`config.mk`:
```
export PLATFORM = sky130hd
export DESIGN_NAME = eds_divide
export DESIGN_NICKNAME = d
export VERILOG_FILES = /design/src/eds_pkg.sv /design/src/eds_divide.sv /design/src/eds_step_alu.sv
export VERILOG_INCLUDE_DIRS = /design/src
export SDC_FILE = /design/constraint.sdc
export NUM_CORES = 1
export LEC_CHECK = 0
export ABC_AREA = 1
export BUFFER_PORTS_ARGS = -buffer_cell sky130_fd_sc_hd__buf_2
export CAP_MARGIN = 10
export CORE_ASPECT_RATIO = 1.1
export CORE_MARGIN = 2
export CORE_UTILIZATION = 51
export DETAILED_ROUTE_END_ITERATION = 7
export PLACE_DENSITY = 0.66
export SLEW_MARGIN = 20
export SYNTH_ARGS = -nofsm -noshare
export SYNTH_HDL_FRONTEND = slang
export SYNTH_HIERARCHICAL = 1
export SYNTH_SLANG_ARGS = --single-unit
```
`constraint.sdc`:
```
create_clock -name mclk -period 4.6 [get_ports mclk]
set_clock_uncertainty 0.1 [all_clocks]
set_input_delay 0.23 -clock mclk [delete_from_list [all_inputs] [get_ports mclk]]
set_output_delay 0.23 -clock mclk [all_outputs]
set_load 0.05 [all_outputs]
```
`src/eds_divide_map.svh`:
```
// What this block does
// - Unsigned and signed double-length quotient are decoded from octal codes 6403XX and 6443XX, low two digits being the step count.
// - Integer quotient divides the accumulator by the next memory word, quotient to the extension register, remainder to the accumulator.
// - Integer quotient preparation copies the accumulator into the extension register and then clears the accumulator.
// - Integer quotient arithmetic runs the double-length step sequence with the upper dividend half at zero.
// - Fraction quotient divides the accumulator fraction by the next memory word, quotient and remainder placed as for integer.
// - Fraction quotient preparation clears the extension register so the long dividend has a zero low half.
// - Unsigned fraction has its binary point left of accumulator bit 0, signed fraction between bits 0 and 1.
// - The extension register is 18 bits and the step counter 7 bits (six count plus overflow), both visible to software.
// - Twelve control functions are shown complemented, positions 0-5 event times, 8 event E, 13-17 sign, negate, overflow, full, no-shift.
// - An operation takes 1.32 us of setup, then 2.75 us plus 260 ns for each counted arithmetic step.
// - Preparation loads the step counter with the two's complement of instruction bits 12-17; arithmetic stops at zero.
// - Each step first shifts both registers left, then adds the divisor after a negative result and subtracts after a positive one.
// - If the first subtraction shows the divisor not above the accumulator half, the link is set and the operation aborts.
// - Signed forms set the sign flag from accumulator bit 0, the negate flag when link differs, and complement accordingly.
`ifndef EDS_DIVIDE_MAP_SVH
`define EDS_DIVIDE_MAP_SVH

// ****************************************
// Operation codes, instruction bits 17..6
// ****************************************
`define EDS_DOUBLE_QUOTIENT_OP 12'hd03
`define EDS_SIGNED_DOUBLE_QUOTIENT_OP 12'hd23
`define EDS_INTEGER_QUOTIENT_OP 12'hd5b
`define EDS_SIGNED_INTEGER_QUOTIENT_OP 12'hd7b
`define EDS_FRACTION_QUOTIENT_OP 12'hd43
`define EDS_SIGNED_FRACTION_QUOTIENT_OP 12'hd63
`define EDS_SIGNED_BIT 11

// ****************************************
// Register byte offsets
// ****************************************
`define EDS_CMD_OFS 8'h00
`define EDS_ACC_OFS 8'h04
`define EDS_QUO_OFS 8'h08
`define EDS_OPND_OFS 8'h0c
`define EDS_LINK_OFS 8'h10
`define EDS_STATUS_OFS 8'h14
`define EDS_IND_OFS 8'h18
`define EDS_ISTAT_OFS 8'h1c
`define EDS_IMASK_OFS 8'h20

// ****************************************
// Field positions and reset values
// ****************************************
`define EDS_ST_BUSY 0
`define EDS_ST_OVF 1
`define EDS_ST_SIGN 2
`define EDS_ST_NEG 3
`define EDS_ST_FULL 4
`define EDS_ST_NOSHIFT 5
`define EDS_ST_SC_LSB 8
`define EDS_IRQ_DONE 0
`define EDS_IRQ_OVF 1
`define EDS_IMASK_RESET 2'h0
`define EDS_WORD_RESET 18'h00000

// ****************************************
// Timing
// ****************************************
`define EDS_CLK_PERIOD_NS 10
`define EDS_SETUP_NS 1320
`define EDS_BASE_NS 2750
`define EDS_STEP_NS 260
`define EDS_SETUP_CYC ((`EDS_SETUP_NS + `EDS_CLK_PERIOD_NS - 1) / `EDS_CLK_PERIOD_NS)
`define EDS_BASE_CYC ((`EDS_BASE_NS + `EDS_CLK_PERIOD_NS - 1) / `EDS_CLK_PERIOD_NS)
`define EDS_STEP_CYC ((`EDS_STEP_NS + `EDS_CLK_PERIOD_NS - 1) / `EDS_CLK_PERIOD_NS)

`endif

```
`src/eds_pkg.sv`:
```
package eds_pkg;

    // Event-time states, bit i+1 is event time i
    typedef enum logic [6:0] {
        EDS_IDLE = 7'h01,
        EDS_EV_A = 7'h02,
        EDS_EV_B = 7'h04,
        EDS_EV_C = 7'h08,
        EDS_EV_D = 7'h10,
        EDS_EV_E = 7'h20,
        EDS_EV_F = 7'h40
    } eds_state_t;

    typedef enum logic [3:0] {
        EDS_K_NONE = 4'h1,
        EDS_K_DOUBLE = 4'h2,
        EDS_K_INTEGER = 4'h4,
        EDS_K_FRACTION = 4'h8
    } eds_kind_t;

    typedef struct packed {
        eds_state_t st;
        eds_kind_t kind;
        logic is_signed;
        logic [17:0] instr;
        logic [17:0] accumulator_reg;
        logic [17:0] quotient_extension_reg;
        logic [17:0] memory_operand_reg;
        logic link;
        logic temp;
        logic [6:0] step_counter_reg;
        logic sign_flag;
        logic result_negate_flag;
        logic div_overflow;
        logic step_count_full;
        logic shift_suppress_flag;
        logic [8:0] wait_cnt;
        logic [1:0] irq_status;
        logic [1:0] irq_mask;
        logic ack;
        logic [31:0] dat;
        logic irq_out;
    } eds_regs_t;

endpackage : eds_pkg

```
`src/eds_divide.sv`:
```
`timescale 1ns/100ps
`include "eds_divide_map.svh"
module eds_divide
    import eds_pkg::*;
#(
    parameter int SETUP_CYC = `EDS_SETUP_CYC, // Setup wait in clocks
    parameter int BASE_CYC = `EDS_BASE_CYC, // Fixed part of arithmetic time
    parameter int STEP_CYC = `EDS_STEP_CYC // Clocks per counted step
)(
    input wire logic mclk, // 100 MHz clock
    input wire logic nrst, // Asynchronous reset, active low
    input wire logic wb_cyc_i, // Bus cycle
    input wire logic wb_stb_i, // Strobe
    input wire logic wb_we_i, // Write enable
    input wire logic [7:0] wb_adr_i, // Byte address
    input wire logic [3:0] wb_sel_i, // Byte lanes
    input wire logic [31:0] wb_dat_i, // Write data
    output logic [31:0] wb_dat_o, // Read data
    output logic wb_ack_o, // Acknowledge
    output logic irq // Level interrupt
);

    // ****************************************
    // Reset release and state
    // ****************************************
    logic [1:0] rst_sync;
    logic rst_n_sync;
    eds_regs_t s;
    eds_regs_t n;
    logic alu_shift;
    logic alu_fix;
    logic alu_temp;
    logic [17:0] alu_ac;
    logic [17:0] alu_mq;
    logic [17:0] indicator;
    logic bus_req;
    logic bus_wr;
    logic start;
    logic [31:0] wdat;
    logic [31:0] rdat;
    logic [6:0] sc_inc;

    always_ff @(posedge mclk or negedge nrst)
    begin
        if (!nrst)
        begin
            rst_sync <= 2'h0;
        end
        else
        begin
            rst_sync <= {rst_sync[0], 1'b1};
        end
    end
    assign rst_n_sync = rst_sync[1];

    function automatic eds_kind_t op_kind(input logic [17:0] ins);
        logic [11:0] code;
        code = ins[17:6];
        // Signed variants differ from unsigned in one instruction bit only
        code[`EDS_SIGNED_BIT - 6] = 1'b0;
        if (code == `EDS_DOUBLE_QUOTIENT_OP)
        begin
            return EDS_K_DOUBLE;
        end
        else if (code == `EDS_INTEGER_QUOTIENT_OP)
        begin
            return EDS_K_INTEGER;
        end
        else if (code == `EDS_FRACTION_QUOTIENT_OP)
        begin
            return EDS_K_FRACTION;
        end
        else
        begin
            return EDS_K_NONE;
        end
    endfunction : op_kind

    function automatic logic [31:0] lane_merge(input logic [31:0] old_v, input logic [31:0] new_v,
                                               input logic [3:0] sel);
        logic [31:0] r;
        r = old_v;
        for (int i = 0; i < 4; i++)
        begin
            if (sel[i])
            begin
                r[i*8 +: 8] = new_v[i*8 +: 8];
            end
        end
        return r;
    endfunction : lane_merge

    eds_step_alu u_alu (
        .do_shift(alu_shift),
        .do_fix(alu_fix),
        .temp_i(s.temp),
        .ac_i(s.accumulator_reg),
        .mq_i(s.quotient_extension_reg),
        .divisor_i(s.memory_operand_reg),
        .temp_o(alu_temp),
        .ac_o(alu_ac),
        .mq_o(alu_mq)
    );
    assign alu_shift = (s.st == EDS_EV_E);
    assign alu_fix = (s.st == EDS_EV_F);
    assign sc_inc = s.step_counter_reg + 7'h01;

    // ****************************************
    // Indicator word, every function complemented
    // ****************************************
    always_comb
    begin
        indicator = 18'h3ffff;
        for (int i = 0; i < 6; i++)
        begin
            indicator[17 - i] = ~s.st[i + 1];
        end
        indicator[17 - 8] = ~(s.st == EDS_EV_E);
        indicator[17 - 13] = ~s.sign_flag;
        indicator[17 - 14] = ~s.result_negate_flag;
        indicator[17 - 15] = ~s.div_overflow;
        indicator[17 - 16] = ~s.step_count_full;
        indicator[17 - 17] = ~s.shift_suppress_flag;
    end

    // ****************************************
    // Register read mux
    // ****************************************
    always_comb
    begin
        rdat = 32'h0;
        if (wb_adr_i == `EDS_CMD_OFS)
        begin
            rdat[17:0] = s.instr;
        end
        else if (wb_adr_i == `EDS_ACC_OFS)
        begin
            rdat[17:0] = s.accumulator_reg;
        end
        else if (wb_adr_i == `EDS_QUO_OFS)
        begin
            rdat[17:0] = s.quotient_extension_reg;
        end
        else if (wb_adr_i == `EDS_OPND_OFS)
        begin
            rdat[17:0] = s.memory_operand_reg;
        end
        else if (wb_adr_i == `EDS_LINK_OFS)
        begin
            rdat[0] = s.link;
        end
        else if (wb_adr_i == `EDS_STATUS_OFS)
        begin
            rdat[`EDS_ST_BUSY] = (s.st != EDS_IDLE);
            rdat[`EDS_ST_OVF] = s.div_overflow;
            rdat[`EDS_ST_SIGN] = s.sign_flag;
            rdat[`EDS_ST_NEG] = s.result_negate_flag;
            rdat[`EDS_ST_FULL] = s.step_count_full;
            rdat[`EDS_ST_NOSHIFT] = s.shift_suppress_flag;
            rdat[`EDS_ST_SC_LSB +: 7] = s.step_counter_reg;
        end
        else if (wb_adr_i == `EDS_IND_OFS)
        begin
            rdat[17:0] = indicator;
        end
        else if (wb_adr_i == `EDS_ISTAT_OFS)
        begin
            rdat[1:0] = s.irq_status;
        end
        else if (wb_adr_i == `EDS_IMASK_OFS)
        begin
            rdat[1:0] = s.irq_mask;
        end
    end

    // ****************************************
    // Next state
    // ****************************************
    always_comb
    begin
        n = s;
        n.ack = 1'b0;
        bus_req = wb_cyc_i & wb_stb_i & ~s.ack;
        bus_wr = bus_req & wb_we_i;
        wdat = lane_merge(rdat, wb_dat_i, wb_sel_i);
        start = 1'b0;
        if (bus_req)
        begin
            n.ack = 1'b1;
            n.dat = rdat;
        end
        // Operands are frozen while an operation runs
        if (bus_wr)
        begin
            if (wb_adr_i == `EDS_CMD_OFS)
            begin
                start = (s.st == EDS_IDLE) && (op_kind(wdat[17:0]) != EDS_K_NONE);
            end
            else if (wb_adr_i == `EDS_ACC_OFS && s.st == EDS_IDLE)
            begin
                n.accumulator_reg = wdat[17:0];
            end
            else if (wb_adr_i == `EDS_QUO_OFS && s.st == EDS_IDLE)
            begin
                n.quotient_extension_reg = wdat[17:0];
            end
            else if (wb_adr_i == `EDS_OPND_OFS && s.st == EDS_IDLE)
            begin
                n.memory_operand_reg = wdat[17:0];
            end
            else if (wb_adr_i == `EDS_LINK_OFS && s.st == EDS_IDLE)
            begin
                n.link = wdat[0];
            end
            else if (wb_adr_i == `EDS_ISTAT_OFS)
            begin
                // Unselected lane must not clear, so no merge with the old value
                n.irq_status = s.irq_status & ~(wb_dat_i[1:0] & {2{wb_sel_i[0]}});
            end
            else if (wb_adr_i == `EDS_IMASK_OFS)
            begin
                n.irq_mask = wdat[1:0];
            end
        end
        if (s.wait_cnt != 9'h0)
        begin
            n.wait_cnt = s.wait_cnt - 9'h001;
        end
        // Sticky sets below come after the clear, so an event wins
        case (s.st)
            EDS_IDLE:
            begin
                if (start)
                begin
                    n.instr = wdat[17:0];
                    n.kind = op_kind(wdat[17:0]);
                    n.is_signed = wdat[`EDS_SIGNED_BIT];
                    n.temp = 1'b0;
                    n.sign_flag = 1'b0;
                    n.result_negate_flag = 1'b0;
                    n.div_overflow = 1'b0;
                    n.step_count_full = 1'b0;
                    n.shift_suppress_flag = 1'b0;
                    n.st = EDS_EV_A;
                end
            end
            EDS_EV_A:
            begin
                n.step_counter_reg = {1'b0, 6'(6'h00 - s.instr[5:0])};
                if (s.is_signed)
                begin
                    n.sign_flag = s.accumulator_reg[17];
                    n.result_negate_flag = s.link ^ s.accumulator_reg[17];
                end
                if (s.kind == EDS_K_INTEGER)
                begin
                    // Upper dividend half is zero at the start of the run
                    n.quotient_extension_reg = (s.is_signed && s.accumulator_reg[17]) ?
                                               ~s.accumulator_reg : s.accumulator_reg;
                    n.accumulator_reg = `EDS_WORD_RESET;
                end
                else if (s.is_signed && s.accumulator_reg[17])
                begin
                    n.accumulator_reg = ~s.accumulator_reg;
                end
                n.st = EDS_EV_B;
            end
            EDS_EV_B:
            begin
                if (s.kind == EDS_K_FRACTION)
                begin
                    // Signed fraction: bit 0 is cleared by the complement, point sits after it
                    n.quotient_extension_reg = `EDS_WORD_RESET;
                end
                else if (s.kind == EDS_K_DOUBLE && s.sign_flag)
                begin
                    n.quotient_extension_reg = ~s.quotient_extension_reg;
                end
                n.st = EDS_EV_C;
            end
            EDS_EV_C:
            begin
                n.step_counter_reg = sc_inc;
                if (!alu_temp)
                begin
                    // Divisor not above the upper half, quotient cannot fit
                    n.link = 1'b1;
                    n.div_overflow = 1'b1;
                    n.irq_status[`EDS_IRQ_OVF] = 1'b1;
                    n.irq_status[`EDS_IRQ_DONE] = 1'b1;
                    n.st = EDS_IDLE;
                end
                else
                begin
                    n.temp = alu_temp;
                    n.accumulator_reg = alu_ac;
                    n.step_count_full = sc_inc[6];
                    n.wait_cnt = 9'(SETUP_CYC - 1);
                    n.st = EDS_EV_D;
                end
            end
            EDS_EV_D:
            begin
                if (s.wait_cnt == 9'h0)
                begin
                    n.shift_suppress_flag = s.step_count_full;
                    n.wait_cnt = s.step_count_full ? 9'(BASE_CYC - 1) : 9'(STEP_CYC - 1);
                    n.st = s.step_count_full ? EDS_EV_F : EDS_EV_E;
                end
            end
            EDS_EV_E:
            begin
                if (s.wait_cnt == 9'h0)
                begin
                    // Same sequence for all three kinds
                    n.temp = alu_temp;
                    n.accumulator_reg = alu_ac;
                    n.quotient_extension_reg = alu_mq;
                    n.step_counter_reg = sc_inc;
                    if (sc_inc[6])
                    begin
                        // Counter reached zero, last quotient bit shifts alone
                        n.step_count_full = 1'b1;
                        n.shift_suppress_flag = 1'b1;
                        n.wait_cnt = 9'(BASE_CYC - 1);
                        n.st = EDS_EV_F;
                    end
                    else
                    begin
                        n.wait_cnt = 9'(STEP_CYC - 1);
                    end
                end
            end
            EDS_EV_F:
            begin
                if (s.wait_cnt == 9'h0)
                begin
                    n.temp = alu_temp;
                    n.accumulator_reg = s.sign_flag ? ~alu_ac : alu_ac;
                    n.quotient_extension_reg = s.result_negate_flag ? ~alu_mq : alu_mq;
                    n.irq_status[`EDS_IRQ_DONE] = 1'b1;
                    n.st = EDS_IDLE;
                end
            end
            default:
            begin
                n.st = EDS_IDLE;
            end
        endcase
        n.irq_out = |(s.irq_status & s.irq_mask);
    end

    always_ff @(posedge mclk or negedge rst_n_sync)
    begin
        if (!rst_n_sync)
        begin
            s <= '{st: EDS_IDLE, kind: EDS_K_NONE, irq_mask: `EDS_IMASK_RESET, default: '0};
        end
        else
        begin
            s <= n;
        end
    end

    assign wb_dat_o = s.dat;
    assign wb_ack_o = s.ack;
    assign irq = s.irq_out;

    // ****************************************
    // Checks
    // ****************************************
    localparam int SETUP_LAST = SETUP_CYC - 1;
    logic [8:0] dwell;
    always_ff @(posedge mclk or negedge rst_n_sync)
    begin
        if (!rst_n_sync)
        begin
            dwell <= 9'h0;
        end
        else
        begin
            dwell <= (n.st == s.st) ? dwell + 9'h001 : 9'h0;
        end
    end
endmodule : eds_divide

```
`src/eds_step_alu.sv`:
```
`timescale 1ns/100ps
module eds_step_alu
    import eds_pkg::*;
(
    input wire logic do_shift, // Shift long register before add/subtract
    input wire logic do_fix, // Final quotient bit and remainder restore
    input wire logic temp_i, // Sign of partial remainder
    input wire logic [17:0] ac_i, // Partial remainder
    input wire logic [17:0] mq_i, // Dividend low half / quotient
    input wire logic [17:0] divisor_i, // Divisor magnitude
    output logic temp_o, // New remainder sign
    output logic [17:0] ac_o, // New partial remainder
    output logic [17:0] mq_o // New quotient extension
);

    logic [19:0] pr;
    logic [19:0] dv;
    logic [19:0] sum;

    always_comb
    begin
        dv = {2'b00, divisor_i};
        pr = {temp_i, temp_i, ac_i};
        if (do_fix)
        begin
            // Negative remainder is restored, no shift of the remainder
            sum = temp_i ? pr + dv : pr;
            mq_o = {mq_i[16:0], ~temp_i};
        end
        else
        begin
            if (do_shift)
            begin
                pr = {temp_i, ac_i, mq_i[17]};
            end
            // Negative remainder adds, positive subtracts
            sum = temp_i ? pr + dv : pr - dv;
            mq_o = do_shift ? {mq_i[16:0], ~temp_i} : mq_i;
        end
        temp_o = sum[18];
        ac_o = sum[17:0];
    end

endmodule : eds_step_alu

```
Yosys cells after proc, flatten, opt, wreduce, memory -nomap -nowiden
Index checks and enable logic that the tools add are counted.
Widths: inputs -> output; s select.

operators by class
  add/sub/neg operators = 6
  equal/unequal tests = 31
  multiplexer cells = 99
  bitwise gates (word level) = 32
  reduce and logical (&&, ||, !) cells = 27

operators by type and width
  operator              number
  $mux 18               18
  $pmux 18 s4           2
  $mux 19               6
  $mux 55               2
  $mux 36               2
  $not 18->18           4
  $pmux 7 s7            1
  $mux 4                11
  $mux 7                6
  $mux 37               1
  $mux 9                4
  $eq 11x11->1 const B  3
  $mux 33               1
  $eq 8x5->1 const B    4
  $mux 30               1
  $pmux 9 s3            1
  $reduce_and 5->1      5
  $mux 8                3
  $mux 2                11
  $pmux 7 s3            1
  $not 1->1             20
  $add 19x18->19        1
  $add 19x19->19        1
  $sub 19x18->19        1
  47 further kinds      85

storage, ports and cells
  register bits = 133
  input bits = 49
  output and inout port bits = 34
  word-level logic and storage cells = 217

Longest topological paths before layout
Gate-level depths: netlist (run 1).

  word-level depth = 23
  gate-level depth with buffers = 29

By module
The synthesis (run 1) kept the hierarchy.

by module, submodules not included
  module        instances  cells an instance  area an instance (um^2)
  eds_divide    1          1350               9409.0
  eds_step_alu  1          618                3226.8

Worst setup path before layout (run 1)
No wires, ideal clock.

  path type = register to register
  from = reg s[141] in the netlist's numbering
  to = reg s[111] in the netlist's numbering
  data arrival time = 3.720 ns
  required time = 4.417 ns
  path slack = 0.697 ns
  stages on the path, launching flop included = 28
  path buffers = 2
  period minus slack after synthesis = 3.903 ns
  path through = dfrtp_1 > nor2_1 > inv_1 > nor2_1 > nand2_1 > inv_1 > buf_2 > clkbuf_1 > nand2_1 > nand2_1 > ha_1 > inv_1 > fa_1 > inv_1 > nand3_1 > nand3_1 > nand2_1 > nand3_1 > nand3_1 > nand2_1 > inv_1 > nor2_1 > inv_2 > o221ai_1 > nor3_1 > a21oi_1 > o21ai_1 > o21ai_0

RTL lines
  element                 RTL line           RTL
  from (decl)             eds_divide.sv:28   eds_regs_t s;
  from (signal assigned)  eds_divide.sv:361  s <= n;

==> impl_metrics.yaml, run 1 <==
drt:
  detail_route.iter0.violations: 1569
  final_antenna_net_count: 0
  dr.pass1.iters: 7
  highest_layer: "met4"
  route.final.wire_length_um: 49200
  wirelength_met1_um: 19100
  route.detailed.drc: 0
  routed_wire_length_per_instance_um: 21.2
  wl_met3_um: 4340
  met2_wirelength_um: 22000
  detail_route.vias_per_cell: 6.01
  dr_total_vias: 14000
flow_run:
  max_cap_violations: 0
synthesis:
  synth.lib_cells_used.distinct: 64
  synth_edf_count: 0
  syn_inst: 1968
  synth_top_flop_cell: "dfrtp_1"
  synth-warning-count: 6
  syn_avg_cell_area_um2: 6.42
  synth-seq-cells: 132
  netlist_area_mm2: 0.0126
  yosysSeqAreaShare_pct: 26.2
  synth_top_area_cell: "dfrtp_1"
  netlist.area_leader.share_pct: 25.7
  synth_async_sr_flop_share_pct: 100
  synthTopCellsByArea: "dfrtp_1, nand2_1, o21ai_0"
setup_path:
  crit_path_class: "flip-flop to flip-flop"
  worst-path-stages: 23
  slowest_stage: "dfrtp_1"
  crit_path_cell_trace: "nor2_1 -> inv_1 -> nor2_1 -> nand2_2 -> clkinvlp_4 -> buf_4 -> buf_4 -> o21ai_0 -> ha_1 -> a21oi_1 -> o21ai_0 -> a21oi_1 -> nand2_1 -> nand2_1 -> nand3_1 -> nand2_1 -> inv_1 -> nand2_2 -> nand2_1 -> inv_2 -> o21ai_0 -> o221ai_1 -> o2111ai_1"
  critPathRequiredTime_ns: 4.81
  path_delay_family: "compound AO/OA/AOI/OAI gates"
  start_kind: "flip-flop"
  cp_num_buf_inv: 6
  timing.reg2reg.worst_path_depth: 23
  largest_stage_delay_on_the_critical_path_ns: 0.40
  critical_path.reg2reg.startpoint: "s[141]"
  most_common_cell_on_crit_path: "nand2_1"
  timing.critical_path.to_type: "flip-flop"
  critical_path.startpoint: "s[141]"
  worstPathMaxFanout: 18
  arrival_ns: 4.48
floorplanning:
  fp-row-count: 60
  core_area_mm2: 0.0244
  fp.dieW_um: 154
  boundary_pin_count: 83
  floorplan.die.height_um: 169
  initial_util_pct: 51.8
  floorplan.die_area_mm2: 0.0261
power:
  power_per_cell_area_mw_per_mm2: 228
  power.leakage_nw: 6.81
  totalPowerFinal_mw: 3.15
  flop_pwr_share_pct: 38.8
  power.internal_mw: 2.18
  gate_power_share_pct: 14.2
  total_switching_power_uw: 969
  switching_share_pct: 30.8
  power.share.clock_pct: 47.1
  vdd_ir_drop_max_mv: 0.262
timing:
  finalWorstSetupSlack_ns: 0.327
  rsz0062_at_grt: "no"
  post-route-period-util_pct: 92.9
  finalCriticalPeriod_ns: 4.27
  fmax_mhz: 234
  fin_tns_setup_ns: 0
  worstMarginPinSlew_ns: 1.24
  slew_viol_final: 0
  timing.final.hold_violations: 0
  setup_viol_count_final: 0
  max_slew_margin_pct: 17.3
clocking:
  insertion_delay_ns: 0.44
  clockBufferDepth: 2
  cts_num_sinks: 132
  clk_pin_slew_worst_paths_ns: 0.07
  h-tree-depth: 4
  numCtsBuffers: 17
  clock_tree.root_cell: "clkbuf_16"
  tritoncts: "built"
grt:
  first_global_vias: 12900
  overall_global_routing_usage_pct: 37.6
  global_route_wire_length_before_repair_um: 74600
  largest_net_degree_at_the_start_of_global_routing: 53
  global_route.overflow_total: 0
  grt_antenna_before_repair: 0
placed_design:
  numPlacedInstances: 2287
  gp_congestion: 0.998
  port_buffers: 53
  dp.final_hpwl_um: 37300
  post-place-ws_ns: 0.299
finish:
  drive_above_1_share_pct: 12.1
  antenna-diode-count: 0
  filler_cell_count: 2473
  non_filler_cells_in_the_finished_layout: 2324
  multi_input_comb_area_mm2: 0.00788
  area.sequential_mm2: 0.00331
  design.final.nets: 2092
  syn2layout_area_growth_pct: 9.05
outcome:
  run_status: "finished, final reports clean"
min_path:
  min_from: "wb_dat_i[0]"
  timing.hold.worst_path_depth: 3
  hold_class: "input port to flip-flop"
synthesized netlist by cell type, drive strengths merged, types with 25 or more instances:
| cell type | instances |
|---|---|
| clkbuf | 45 |
| inv | 244 |
| dfrtp | 130 |
| nand2 | 543 |
| xor2 | 33 |
| nand3 | 137 |
| o21ai | 189 |
| ha | 40 |
| a21oi | 109 |
| nand4 | 48 |
| or2 | 25 |
| buf | 58 |
| nor2 | 170 |
kinds of logic (layout without fill, tap and decap cells):
group                      count (synthesis)  in the layout  share of synthesized area (%)
AOI/OAI and AO/OA                        426            426                           19.7
muxes                                     14             14                           1.25
adders and majority gates                 42             42                           4.28
DFF                                      132            132                           26.2
and+or+nand+nor                          966            966                           34.1
other                                      2             15                         0.0594
xor gates and xnor gates                  36             36                           2.50
buffers and inverters                    350            383                           12.0
worst register-to-register path, stage by stage, from the launching register on:
cell and delay, ns:
dfrtp_1 0.40, nor2_1 0.16, inv_1 0.08, nor2_1 0.17
nand2_2 0.16, clkinvlp_4 0.10, buf_4 0.19, buf_4 0.24
o21ai_0 0.12, ha_1 0.37, a21oi_1 0.26, o21ai_0 0.16
a21oi_1 0.24, nand2_1 0.09, nand2_1 0.07, nand3_1 0.07
nand2_1 0.08, inv_1 0.14, nand2_2 0.22, nand2_1 0.13
inv_2 0.19, o21ai_0 0.11, o221ai_1 0.20, o2111ai_1 0.12
registers in the layout, summed over array words and instances (netlist names):
register	count
s	110
wb_dat_o	18
irq	1
wb_ack_o	1
rst_sync	2
timing repair:
action                     4_1_cts  5_1_grt
hold endpoints to repair         2        0
resized for setup                0        4
hold buffers                     2        0
setup endpoints to repair        0       11
buffers inserted                 0        2
stage by stage:
| stage | hold WS (ns) | area [µm²] | util (%) |
|---|---|---|---|
| finish | 0.130 | 13800 | 56.5 |
| global route | 0.148 | 13800 | 56.5 |
| CTS | 0.117 | 13800 | 56.4 |
| detailed placement | -0.0841 | 13100 | 53.7 |
| global placement | -0.0851 | 13100 | 53.7 |
| floorplan | -0.166 | 12700 | - |
final cells by class:
class / instances / share of cell area (%)
tap: 310 / 2.81
timing repair inverter: 1 / 0.0363
inverter: 247 / 6.76
multi-input combinational: 1499 / 57.2
sequential: 132 / 24.0
clock buffer: 18 / 3.11
timing repair buffer: 103 / 4.69
clock inverter: 14 / 1.37
power by group through the flow:
| stage | Clock [mW] | Combinational [mW] | Sequential (mW) |
|---|---|---|---|
| finish | 1.48 | 0.446 | 1.22 |
| global route | 1.53 | 0.487 | 1.22 |
| CTS | 1.48 | 0.440 | 1.22 |
| detailed placement | 0 | 0.437 | 1.24 |
| global placement | 0 | 0.432 | 1.24 |
| floorplan | 0 | 0.334 | 1.24 |
layer usage:
layer	global-route usage [%]	vias up
met3	6.81	183
met2	59.3	695
met4	26.0	0
li1	-	6603
met1	46.9	6492
met5	0	-
final timing paths:
check	to	slack (ns)
min	s[36]	0.13
min reg2reg	rst_sync[1]	0.26
max	s[113]	0.33
max in group asynchronous	s[71]	3.04
min in group asynchronous	s[116]	0.30
max reg2reg	s[113]	0.33
layout by cell type (no fill, tap or decap), types with 33 or more instances in the layout:
cell,n
ha_1,40
nand2_1,526
nand3_1,132
o21ai_0,167
inv_1,218
buf_4,48
a21oi_1,109
nor2_1,157
xor2_1,33
dfrtp_1,129
buf_2,53
nand4_1,47
Power figures use the tool's default switching activity.
==> inputs of run 2 (changes only) <==
- ABC_AREA: 1 -> not set
==> run 2 against run 1 <==
Net effect: die area decreased by 2.8%; critical path type unchanged; sequential share of layout area down 0.64 points; via count is 5.2% lower; flip-flop and latch count did not move; hold slack got worse by 0.10 ns; design area rose by 2.7%; critical path depth fell by 3.
==> impl_metrics.yaml, run 2 <==
power:
  vdd_ir_drop_max_mv: 0.209
  power.share.clock_pct: 48.0
  power.internal_mw: 2.19
  gate_power_share_pct: 13.0
  power.leakage_nw: 6.13
  totalPowerFinal_mw: 3.06
  total_switching_power_uw: 873
  switching_share_pct: 28.5
  power_per_cell_area_mw_per_mm2: 216
  flop_pwr_share_pct: 39.0
synthesis:
  syn_avg_cell_area_um2: 7.89
  combinational_family_with_the_most_area_after_synthesis: "compound AO/OA/AOI/OAI gates"
  syn_inst: 1556
  synth_async_sr_flop_share_pct: 100
  synth-warning-count: 6
  yosys.area_share.adder_pct: 4.40
  synth_commonest_cells: "nand2_1, dfrtp_1, o21ai_0"
  synthMuxAreaShare_pct: 6.49
  compound_gate_fraction_of_synth_area_pct: 30.0
  synth.lib_cells_used.distinct: 100
  synthTopCellsByArea: "dfrtp_1, nand2_1, o21ai_0"
  yosys.area_share.xor_xnor_pct: 4.57
  netlist.area_leader.share_pct: 26.5
  yosys.area_share.simple_pct: 21.3
  synth_top_flop_cell: "dfrtp_1"
  synth_top_area_cell: "dfrtp_1"
  synth-seq-cells: 132
  post-synth-top-count-cell: "nand2_1"
  synth_edf_count: 0
  netlist_area_mm2: 0.0123
  yosysSeqAreaShare_pct: 26.9
clocking:
  cts_num_sinks: 132
  clockBufferDepth: 2
  insertion_delay_ns: 0.43
  clk_pin_slew_worst_paths_ns: 0.06
  h-tree-depth: 4
  numCtsBuffers: 17
  clock_tree.root_cell: "clkbuf_16"
  tritoncts: "built"
finish:
  layout_common_cells: "nand2_1, dfrtp_1, buf_4"
  filler_cell_count: 2176
  largest_register_ffs: 110
  registers.top_by_ff_count: "s"
  postLayoutCoreUtil_pct: 59.9
  antenna-diode-count: 0
  syn2layout_area_growth_pct: 15.3
  mostFrequentLayoutCell: "nand2_1"
  design.final.nets: 1750
  drive_above_1_share_pct: 20.0
floorplanning:
  fp-row-count: 59
  fp.dieW_um: 152
  floorplan.die.height_um: 167
  core_area_mm2: 0.0236
  initial_util_pct: 52.0
  floorplan.die_area_mm2: 0.0253
  boundary_pin_count: 83
timing:
  finalCriticalPeriod_ns: 4.37
  max_slew_margin_pct: 14.2
  fin_tns_setup_ns: 0
  fmax_mhz: 229
  post-route-period-util_pct: 95.1
  worstMarginPinSlew_ns: 1.27
  slew_viol_final: 0
  setup_viol_count_final: 0
  timing.final.hold_violations: 0
drt:
  route.final.wire_length_um: 47900
  detail_route.iter0.violations: 1681
  detail_route.vias_per_cell: 6.70
  dr.pass1.iters: 7
  dr_total_vias: 13300
  routed_wire_length_per_instance_um: 24.2
  route.detailed.drc: 0
  final_antenna_net_count: 0
placed_design:
  dp.final_hpwl_um: 35200
  port_buffers: 53
  gp_congestion: 0.990
min_path:
  hold_class: "input port to flip-flop"
  timing.hold.worst_path_depth: 3
setup_path:
  crit_path_class: "flip-flop to flip-flop"
  largest_stage_delay_on_the_critical_path_ns: 0.47
  worstPathMaxFanout: 5
  timing.reg2reg.worst_path_depth: 20
  critPathRequiredTime_ns: 4.80
  arrival_ns: 4.58
  timing.critical_path.to_type: "flip-flop"
  start_kind: "flip-flop"
  slowest_stage: "o41ai_1"
  crit_path_cell_trace: "buf_4 -> nor2_2 -> nand3b_1 -> o41ai_1 -> xnor2_1 -> ha_1 -> buf_4 -> o211ai_1 -> a311o_1 -> o211ai_1 -> a31oi_1 -> xnor2_1 -> o32ai_2 -> buf_4 -> nand3_2 -> o211ai_1 -> a2111oi_2 -> o31ai_1 -> o21ai_0 -> a21oi_1"
grt:
  overall_global_routing_usage_pct: 37.0
  global_route.overflow_total: 0
  first_global_vias: 12300
  global_route_wire_length_before_repair_um: 73500
  grt_antenna_before_repair: 0
  largest_net_degree_at_the_start_of_global_routing: 131
flow_run:
  max_cap_violations: 0
outcome:
  run_status: "finished, final reports clean"
-- run 2: path summary, 6_finish.rpt --
path | to | from | slack [ns]
min reg2reg | rst_sync[1] | rst_sync[0] | 0.26
min in group asynchronous | s[67] | rst_sync[1] | 0.27
max in group asynchronous | wb_dat_o[7] | rst_sync[1] | 3.43
max reg2reg | s[108] | s[61] | 0.23
max | s[108] | s[61] | 0.23
min | s[36] | wb_dat_i[0] | 0.02
-- run 2: metrics by stage --
stage,cell area [µm²],setup slack (ns),hold WS [ns],cells
floorplan,12400,0.0219,-0.166,1569
global placement,13400,0.190,-0.0849,1942
detailed placement,13400,0.140,-0.0836,1942
CTS,14100,0.103,0.0202,1977
global route,14200,-0.0791,0.0278,1977
finish,14200,0.225,0.0249,1977
-- run 2: final cells by class --
cell class / count / area, µm² / area share, %
clock buffers: 21 / 460 / 3.25
clock inverters: 11 / 151 / 1.07
inverters: 44 / 166 / 1.18
multi-input cells: 1278 / 8390 / 59.3
flip-flops and latches: 132 / 3310 / 23.4
well taps: 305 / 382 / 2.70
repair buffers: 186 / 1300 / 9.16
-- run 2: power groups by stage --
stage / registers (mW) / clock network [mW] / logic [mW]
global route: 1.19 / 1.52 / 0.422
global placement: 1.21 / 0 / 0.378
CTS: 1.19 / 1.46 / 0.385
floorplan: 1.23 / 0 / 0.241
finish: 1.19 / 1.47 / 0.398
detailed placement: 1.21 / 0 / 0.382
-- run 2: worst max-delay path: cells and delay by family (launching register included) --
| kind | cells | cell delay, ns |
|---|---|---|
| AOI/OAI and AO/OA | 11 | 2.20 |
| xor gates and xnor gates | 2 | 0.32 |
| adders and majority gates | 1 | 0.34 |
| buffers and inverters | 3 | 0.50 |
| DFF | 1 | 0.40 |
| and+or+nand+nor | 3 | 0.38 |
-- run 2: repair_timing --
item                                   CTS  global route
endpoints found under the hold margin    3             0
hold buffers                             3             0
buffers inserted                         0             0
setup endpoints to repair                0            18
gates resized for setup                  0            19
-- run 2: routing by layer --
layer,part of all wire [%],vias to the layer above,track usage (%)
li1,-,5987,-
met1,40,6311,49.0
met2,44,767,57.2
met3,9.3,188,6.38
met4,6.7,0,21.4
met5,0,-,0
-- run 2: logic make-up (layout without fill, tap and decap cells) --
family          Yosys count  in the layout
compound gates          545            545
simple gates            541            541
buf+inv                 159            262
flops                   132            132
mux                      71             71
xor+xnor                 64             64
fa+ha+maj                42             42
other cells               2             15
